`src/hw/gate_drive_host_pkg.sv`:
```
// shared constants and carrier types of the gate drive host controller
package gate_drive_host_pkg;
    localparam int DATA_W = 16;
    localparam int ADDR_W = 4;
    localparam int CLK_PERIOD_NS = 40;
    // settle time between enabling the stage and the first pwm edge
    localparam int ENABLE_SETTLE_NS = 1000;
    localparam int ENABLE_SETTLE_CYC = (ENABLE_SETTLE_NS + CLK_PERIOD_NS - 1) / CLK_PERIOD_NS;
    localparam int WAIT_W = 8;
    // register indices
    localparam logic [ADDR_W-1:0] REG_CTRL = 4'h0;
    localparam logic [ADDR_W-1:0] REG_PERIOD = 4'h1;
    localparam logic [ADDR_W-1:0] REG_DUTY = 4'h2;
    localparam logic [ADDR_W-1:0] REG_STEP = 4'h3;
    localparam logic [ADDR_W-1:0] REG_STATUS = 4'h4;
    localparam logic [ADDR_W-1:0] REG_MASK = 4'h5;
    localparam logic [ADDR_W-1:0] REG_STATE = 4'h6;
    // control fields
    localparam int CTRL_RUN_BIT = 0;
    localparam int CTRL_DIODE_BIT = 1;
    // status event fields
    localparam int EVT_W = 4;
    localparam int EVT_ALARM_SET = 0;
    localparam int EVT_ALARM_CLR = 1;
    localparam int EVT_SUPPLY_LOST = 2;
    localparam int EVT_RAMP_DONE = 3;
    // reset values
    localparam logic [DATA_W-1:0] PERIOD_RST = 16'h0064;
    localparam logic [DATA_W-1:0] STEP_RST = 16'h0001;
    localparam logic [DATA_W-1:0] DATA_ZERO = 16'h0000;

    typedef enum logic [3:0] {
        ST_IDLE = 4'h1,
        ST_SETTLE = 4'h2,
        ST_RAMP = 4'h4,
        ST_RUN = 4'h8
    } phase_type;

    typedef struct packed {
        logic [ADDR_W-1:0] addr;
        logic [DATA_W-1:0] wdata;
        logic wr;
        logic rd;
    } bus_req_type;

    // pins toward the power stage
    typedef struct packed {
        logic pwmOut;
        logic pwmOe_n;
        logic outputDisable_n;
        logic diodeEmulationSelect_n;
    } stage_pins_type;
endpackage

```
`src/hw/gate_drive_host.sv`:
```
// host controller that drives a buck gate drive stage through its pins
`timescale 1ns/10ps
module gate_drive_host
    import gate_drive_host_pkg::*;
(
    // clock and reset
    input wire logic clk_sys,
    input wire logic nrst,
    // register port
    input wire gate_drive_host_pkg::bus_req_type busReq,
    output logic [gate_drive_host_pkg::DATA_W-1:0] busRdata,
    // stage pins and supply monitor
    output gate_drive_host_pkg::stage_pins_type stagePins,
    input wire logic overtempFlag_n,
    input wire logic supplyOk,
    // interrupt
    output logic irq
);
    import gate_drive_host_pkg::*;

    typedef struct packed {
        phase_type phase;
        logic [1:0] flagSync;
        logic [1:0] supplySync;
        logic alarm;
        logic supplyGood;
        logic run;
        logic diodeMode;
        logic [DATA_W-1:0] period;
        logic [DATA_W-1:0] target;
        logic [DATA_W-1:0] step;
        logic [DATA_W-1:0] cnt;
        logic [DATA_W-1:0] duty;
        logic [WAIT_W-1:0] settle;
        logic [EVT_W-1:0] status;
        logic [EVT_W-1:0] mask;
        logic [DATA_W-1:0] rdata;
        logic irq;
        stage_pins_type pins;
    } state_type;

    // refused at elaboration, not at run time
    if (ENABLE_SETTLE_CYC >= (1 << WAIT_W)) begin : g_settle_check
        $error("settle count does not fit its counter");
    end

    state_type st_ff;
    state_type nxt_st;

    function automatic logic hit(input bus_req_type req, input logic [ADDR_W-1:0] a);
        hit = req.wr && (req.addr == a);
    endfunction

    logic [DATA_W:0] rampSum;
    logic periodEnd;
    logic stopReq;
    logic [EVT_W-1:0] events;
    logic [DATA_W-1:0] clampTarget;

    always_comb begin
        nxt_st = st_ff;
        events = '0;
        rampSum = {1'b0, st_ff.duty} + {1'b0, st_ff.step};
        clampTarget = (st_ff.target > st_ff.period) ? st_ff.period : st_ff.target;
        periodEnd = (st_ff.period == DATA_ZERO) || (st_ff.cnt >= st_ff.period - 16'h0001);

        // pin inputs cross in through three flops: two sync stages, then the alarm and supplyGood registers
        nxt_st.flagSync = {st_ff.flagSync[0], ~overtempFlag_n};
        nxt_st.supplySync = {st_ff.supplySync[0], supplyOk};
        nxt_st.alarm = st_ff.flagSync[1];
        nxt_st.supplyGood = st_ff.supplySync[1];
        if (nxt_st.alarm && !st_ff.alarm) begin
            events[EVT_ALARM_SET] = 1'b1;
        end
        if (!nxt_st.alarm && st_ff.alarm) begin
            events[EVT_ALARM_CLR] = 1'b1;
        end
        // lockout in the stage shows up as loss of the supply monitor
        if (!nxt_st.supplyGood && st_ff.supplyGood) begin
            events[EVT_SUPPLY_LOST] = 1'b1;
        end

        // register writes
        if (hit(busReq, REG_CTRL)) begin
            nxt_st.run = busReq.wdata[CTRL_RUN_BIT];
            nxt_st.diodeMode = busReq.wdata[CTRL_DIODE_BIT];
        end
        if (hit(busReq, REG_PERIOD)) begin
            nxt_st.period = busReq.wdata;
        end
        if (hit(busReq, REG_DUTY)) begin
            nxt_st.target = busReq.wdata;
        end
        if (hit(busReq, REG_STEP)) begin
            nxt_st.step = busReq.wdata;
        end
        if (hit(busReq, REG_MASK)) begin
            nxt_st.mask = busReq.wdata[EVT_W-1:0];
        end

        // pwm period counter runs only while pwm is driven
        if (st_ff.phase == ST_RAMP || st_ff.phase == ST_RUN) begin
            nxt_st.cnt = periodEnd ? DATA_ZERO : st_ff.cnt + 16'h0001;
        end else begin
            nxt_st.cnt = DATA_ZERO;
        end

        // alarm or supply loss stops everything without waiting for software
        stopReq = !st_ff.run || !st_ff.supplyGood || st_ff.alarm;

        unique case (st_ff.phase)
            ST_IDLE: begin
                nxt_st.duty = DATA_ZERO;
                nxt_st.settle = '0;
                if (!stopReq) begin
                    nxt_st.phase = ST_SETTLE;
                end
            end
            ST_SETTLE: begin
                nxt_st.settle = st_ff.settle + 8'h01;
                if (stopReq) begin
                    nxt_st.phase = ST_IDLE;
                end else if (st_ff.settle >= WAIT_W'(ENABLE_SETTLE_CYC - 1)) begin
                    nxt_st.phase = ST_RAMP;
                    nxt_st.duty = DATA_ZERO;
                end
            end
            ST_RAMP: begin
                if (stopReq) begin
                    nxt_st.phase = ST_IDLE;
                end else if (periodEnd) begin
                    // ramp one step per pwm period up to the target
                    if (rampSum >= {1'b0, clampTarget}) begin
                        nxt_st.duty = clampTarget;
                        nxt_st.phase = ST_RUN;
                        events[EVT_RAMP_DONE] = 1'b1;
                    end else begin
                        nxt_st.duty = rampSum[DATA_W-1:0];
                    end
                end
            end
            ST_RUN: begin
                if (stopReq) begin
                    nxt_st.phase = ST_IDLE;
                end else if (periodEnd) begin
                    // new duty takes effect only on a period boundary
                    nxt_st.duty = clampTarget;
                end
            end
        endcase

        // pins: disable first, pwm released outside ramp and run
        nxt_st.pins.outputDisable_n = (nxt_st.phase != ST_IDLE);
        nxt_st.pins.diodeEmulationSelect_n = ~nxt_st.diodeMode;
        if (nxt_st.phase == ST_RAMP || nxt_st.phase == ST_RUN) begin
            nxt_st.pins.pwmOe_n = 1'b0;
            nxt_st.pins.pwmOut = (nxt_st.cnt < nxt_st.duty);
        end else begin
            // released pin floats to mid-level, which the stage reads as both off after its 170 ns hold-off
            nxt_st.pins.pwmOe_n = 1'b1;
            nxt_st.pins.pwmOut = 1'b0;
        end

        // sticky status, a new event wins over a clear in the same cycle
        if (hit(busReq, REG_STATUS)) begin
            nxt_st.status = (st_ff.status & ~busReq.wdata[EVT_W-1:0]) | events;
        end else begin
            nxt_st.status = st_ff.status | events;
        end
        nxt_st.irq = |(nxt_st.status & nxt_st.mask);

        // read data in the cycle after the strobe only
        nxt_st.rdata = DATA_ZERO;
        if (busReq.rd) begin
            unique case (busReq.addr)
                REG_CTRL: nxt_st.rdata = {14'h0000, st_ff.diodeMode, st_ff.run};
                REG_PERIOD: nxt_st.rdata = st_ff.period;
                REG_DUTY: nxt_st.rdata = st_ff.target;
                REG_STEP: nxt_st.rdata = st_ff.step;
                REG_STATUS: nxt_st.rdata = {12'h000, st_ff.status};
                REG_MASK: nxt_st.rdata = {12'h000, st_ff.mask};
                REG_STATE: nxt_st.rdata = {st_ff.duty[7:0], st_ff.supplyGood, st_ff.alarm,
                    2'b00, st_ff.phase};
                default: nxt_st.rdata = DATA_ZERO;
            endcase
        end
    end

    always_ff @(posedge clk_sys or negedge nrst) begin
        if (!nrst) begin
            st_ff <= '{phase: ST_IDLE, period: PERIOD_RST, step: STEP_RST,
                pins: '{pwmOut: 1'b0, pwmOe_n: 1'b1, outputDisable_n: 1'b0,
                diodeEmulationSelect_n: 1'b1}, default: '0};
        end else begin
            st_ff <= nxt_st;
        end
    end

    assign busRdata = st_ff.rdata;
    assign stagePins = st_ff.pins;
    assign irq = st_ff.irq;
endmodule

```
`config.mk`:
```
export PLATFORM = sky130hd
export DESIGN_NAME = gate_drive_host
export DESIGN_NICKNAME = d
export VERILOG_FILES = /design/src/hw/gate_drive_host_pkg.sv /design/src/hw/gate_drive_host.sv
export SDC_FILE = /design/constraint.sdc
export NUM_CORES = 1
export LEC_CHECK = 0
export ABC_AREA = 1
export BUFFER_PORTS_ARGS = -buffer_cell sky130_fd_sc_hd__clkbuf_2
export CAP_MARGIN = 20
export CORE_UTILIZATION = 30
export DETAILED_ROUTE_END_ITERATION = 7
export HOLD_SLACK_MARGIN = 0.05
export PLACE_DENSITY = 0.49
export SLEW_MARGIN = 0
export SYNTH_ARGS = -nofsm -noshare
export SYNTH_HDL_FRONTEND = slang
export SYNTH_SLANG_ARGS = --single-unit
```
`constraint.sdc`:
```
create_clock -name clk_sys -period 6.45 [get_ports clk_sys]
set_input_delay 1.29 -clock clk_sys [delete_from_list [all_inputs] [get_ports clk_sys]]
set_output_delay 1.29 -clock clk_sys [all_outputs]
set_load 0.05 [all_outputs]
```
# Word level (Yosys, flattened, before mapping)

Index checks and enable logic that the tools add are counted.

Register bits after elaboration: 129
Latch bits: 0
Memory bits (writable): 0
Bits in read-only memories: 0
Bits of input ports: 26
Output and inout bits: 21
Word-level logic and storage cells: 106
Memories: 0

$add $sub $neg: 4
$mul: 0
Div/mod/pow operators: 0
$lt $le $gt $ge: 5
Equal/unequal tests: 13
Shift-type cells: 0
Mux-type cells: 33
Bitwise operators: 7
Reduce and logical (&&, ||, !) cells: 23

Operators with widths:

| cell                  | number |
|---|---|
| $mux 16               | 11 |
| $pmux 16 s7           | 1 |
| $pmux 16 s4           | 1 |
| $mux 4                | 9 |
| $eq 4x3->1 const B    | 5 |
| $add 16x16->17        | 1 |
| $ge 17x16->1          | 1 |
| $add 16x1->16 const B | 1 |
| $ge 16x16->1          | 1 |
| $gt 16x16->1          | 1 |
| $logic_not 16->1      | 1 |
| $lt 16x16->1          | 1 |
| $pmux 4 s4            | 1 |
| $pmux 8 s2            | 1 |
| $sub 16x1->16 const B | 1 |
| $eq 4x2->1 const B    | 3 |
| $logic_and 1x1->1     | 9 |
| $add 8x1->8 const B   | 1 |
| $and 4x4->4           | 2 |
| $eq 4x1->1 const B    | 2 |
| $eq 4x4->1 const B    | 2 |
| $ge 8x5->1 const B    | 1 |
| $mux 1                | 8 |
| $or 4x4->4            | 2 |
| other kinds (9)       | 18 |

# Depth between registers and ports, before layout

Depth in word-level cells: 11
Gate-level depth with buffers: 42
Depth with buffers taken out: 39

# Least setup slack after synthesis

OpenSTA, ideal clock, no wires.

Path kind: reg2reg
Start: register st_ff[106] in the netlist's numbering
End: register st_ff, in the netlist stagePins[3]
Library setup time: 0.077 ns
Arrival time: 4.239 ns
Data required time: 6.373 ns
Path slack: 2.133 ns
Stages on the path, launching flop included: 40
Buffers on the path: 3
Period minus slack after synthesis: 4.317 ns
Path through: dfstp_2 -> inv_2 -> ha_1 -> nand2_1 -> nor2_1 -> nand3_1 -> nor2_1 -> nand2_1 -> nand2_2 -> buf_6 -> buf_6 -> nand2_1 -> o21ai_1 -> ha_1 -> nand2_1 -> inv_1 -> nand2_1 -> nor2_1 -> [4 not listed] -> nand2_2 -> nand2_2 -> inv_2 -> buf_6 -> nand3_1 -> o21ai_1 -> nand2_1 -> nand2_1 -> and3_1 -> inv_2 -> ha_1 -> a21oi_1 -> nor2_1 -> a211oi_1 -> o21ai_0 -> nand3_1 -> nand3_1 -> a21oi_1

RTL lines:

| element                | RTL line               | RTL |
|---|---|---|
| from (decl)            | gate_drive_host.sv:47  | `state_type st_ff;` |
| from (signal assigned) | gate_drive_host.sv:191 | `st_ff <= '{phase: ST_IDLE, period: PERIOD_RST, step: STEP_RST,` |
| from (signal assigned) | gate_drive_host.sv:195 | `st_ff <= nxt_st;` |

==> results.md <==
* Fin Setup TNS at 0 ns
* Syn_nets at 1214
* Max-Cap Viols at 0
* Crit Path Max Fanout at 31
* Fmax at around 0.18 GHz
* Post-CTS Setup Repair Bufs at 0
* Ys Warns at 0
* Final Non-Filler Cells at 1522
* Mapped Area at 8900 sq um
* Fin. Hold Viols at 0
* Outcome: finished, final reports clean
* Num Clock Sinks at 129
* Clock Pin Slew Worst Setup and Hold Paths at 0.06 ns
* Synth Register Bits at 129
* Area of the core at slightly below 30000 sq um
* CP Class: flip-flop to flip-flop
* Skew-Pair Late Insertion Delay at ~0.44 ns
* Die W at 174 microns
* Unrepaired setup endpoints after global routing: no
* Yosys cell types at 57
* Setup slack after layout at 0.817 ns
* Cells after Synth at 1104
* Nets@finish at approximately 1200
* DRT Pass-1 Iters at 7
* Fin crit period at 5.63 ns
* Critical Path End: stagePins[3]
* CTS tree: built
* WHS at 0.350 ns
* Num rows at 62
* Most frequent cell on the critical path: nand2_1
* Worst path arrival time at 5.99 ns
* CP startpoint: st_ff[109]
* Hold Crit Class: flip-flop to flip-flop
* Post-DRT Antenna Nets at 0
* Number of global-route vias before repair at 7295
* Root buffer cell: clkbuf_16
* Layout area overhead at 11.6%
* Max_slew headroom at 36.1%
* Cell taking the most area after synthesis: dfrtp_1
* GRT Total Usage at 17.6%
* Power Total at around 0.003 W
* Starting Density at 30.7%
* Cts bufs inserted at 17
* First-pass GRT wire length at 41.1 mm
* Top cell type's share of synthesized area at 34.3%
* # setup viols final at 0
* DRC at 0
* Pwr dens at 296 nW/um^2
* Max-slew violations at 0
* FF-to-FF End: stagePins[3]
* Slowest CP cell: o21ai_0
* VDD IR max at 205 uV
* Chip Height at around 170 microns
* Pre-CTS setup slack at 0.920 ns
* Pin slew with the least headroom to its limit at 0.956 ns
* Vias per cell at 4.82
* H-tree depth at 4
* Post-DP HPWL at 19.6 mm
* Hold-fix buffers, CTS at 0
* Reg-to-reg setup timing slack at 0.82 ns
* Largest net degree at the start of global routing at 85
* Post-Place Cells at between 1000 and 1500
* Worst reg2reg startpoint: st_ff[109]
* Die ar. at 30400 sq um
* Clock buffer depth at 2
* Critical Path Sink Type: flip-flop
* Leak at 4.88 nW
* Port buffer count at 46
* Synth top area cells: dfrtp_1, ha_1, nand2_1
* Reg2Reg Depth at 34
* CP max stage delay at 0.54 ns
* Final worst clock skew at 0.00993 ns
* Fin crit share at 87.3%
* Primary FF master, synth: dfrtp_1
* Vias after detailed routing at around 7300
* Gates resized, CTS repair at 0
* Synth async-reset ratio at between 90% and 100%
* Post-synth EDFFs at 0
* DRT Wirelength at approximately 25 mm
* WP data required at 6.81 ns
* Register area share after synthesis at 36.4%
* GPL Wtd Cong at 0.876
* Share of cells above drive strength 1 at 16.6%
* Wirelength per Cell at 16.7 microns
* Initial DRC count at 490
* Startpoint types: flip-flop
* Mean Syn Cell Area at 8.06 sq um
* Initial antenna violation count at 0
* Gr ovfl total at 0
* # IOs at 47
* Diode count at 0
## synthesized netlist by cell type (3+ instances only)
master	number
nor3_2	5
o21ai_2	11
a21oi_1	58
inv_2	33
a21oi_2	5
ha_1	83
nand3_2	7
and3_1	6
clkinv_1	3
nand2_1	219
o22ai_1	19
dfstp_2	7
nand3_1	41
nor3_1	15
a221o_1	7
clkbuf_1	17
nand4_1	7
dfrtp_1	122
o21ai_0	88
or2_2	14
nor4_1	3
a31oi_1	3
o21ai_1	18
buf_4	21
buf_2	4
nand2_2	5
inv_1	118
buf_6	4
a221oi_1	14
nor2_1	66
xnor2_1	9
and3_4	5
xor2_1	28
nor2_2	4
## layout make-up
type | instances | area, sq um
Sequential cell | 129 | 3240
Tap cell | 384 | 480
Clock inverter | 9 | 85.1
Fill cell | 3031 | 19000
Timing Repair Buffer | 50 | 294
Multi-Input combinational cell | 774 | 4790
Inverter | 154 | 578
Clock buffer | 22 | 464
## routing by layer
| metal | track usage, % | part of all wire (%) | up-vias |
|---|---|---|---|
| met5 | 0 | 0 | - |
| met3 | 3.46 | 4.0 | 31 |
| met4 | 4.97 | 1.8 | 0 |
| met2 | 27.7 | 46 | 144 |
| li1 | - | - | 3721 |
| met1 | 24.3 | 49 | 3445 |
## kinds of logic after synthesis
family          after synthesis  synth area share, %
fa+ha+maj                    84                 11.9
compound gates              242                 16.5
xor+xnor                     37                 3.64
buf+inv                     201                 9.76
flops                       129                 36.4
simple gates                411                 21.8
## state kept, by name (all words and copies together), names as in the netlist
signal     count
busRdata      16
stagePins      4
nxt_st         4
st_ff        104
irq            1
## worst min path at each step
stage	depth (start not counted)	to	from
2_1_floorplan	0	nxt_st[119]	nxt_st[122]
3_3_place_gp	0	nxt_st[119]	nxt_st[122]
3_5_place_dp	0	nxt_st[119]	nxt_st[122]
4_1_cts	0	nxt_st[119]	nxt_st[122]
5_1_grt	0	nxt_st[119]	nxt_st[122]
6_report	0	nxt_st[119]	nxt_st[122]
## metrics by stage
step / utilization (%) / instance area [sq um]
6_report: 34.3 / 9930
2_1_floorplan: - / 8900
4_1_cts: 34.2 / 9900
3_3_place_gp: 32.3 / 9340
5_1_grt: 34.3 / 9930
3_5_place_dp: 32.3 / 9350
## worst max-delay path, delay by kind of cell, from the launching register on
kind | cells | cell delay [ns]
adder cells (fa/ha/maj) | 3 | 0.91
flip-flops | 1 | 0.46
AO/OA/AOI/OAI | 7 | 1.34
AND/OR/NAND/NOR | 20 | 2.32
buffers and inverters | 4 | 0.48
## report_power, final
group	total, W	internal [W]	switching (W)
combinational	0.00100	0.000318	0.000687
clock	0.000920	0.000546	0.000374
sequential	0.00102	0.000911	0.000105
total	0.00294	0.00178	0.00117
## placed cells by master (no fill, tap or decap), drive strengths merged
| master | instances |
|---|---|
| o211ai | 1 |
| ha | 83 |
| nor2 | 72 |
| a221oi | 14 |
| a31oi | 5 |
| a21oi | 63 |
| o21a | 2 |
| o21ai | 117 |
| dfrtp | 122 |
| clkinvlp | 3 |
| bufinv | 1 |
| clkinv | 8 |
| o21bai | 3 |
| xor2 | 28 |
| nor3 | 21 |
| nand3 | 49 |
| a211oi | 2 |
| dfstp | 7 |
| o2111ai | 1 |
| o221ai | 2 |
| xnor2 | 9 |
| o22ai | 19 |
| buf | 5 |
| nor3b | 3 |
| and3 | 11 |
| nand3b | 1 |
| or2 | 14 |
| a221o | 7 |
| o32ai | 2 |
| a21o | 2 |
| fa | 1 |
| nand4 | 9 |
| nand2 | 226 |
| inv | 151 |
| o31ai | 2 |
| nor4 | 5 |
| clkbuf | 67 |
(Power assumes the default switching activity.)
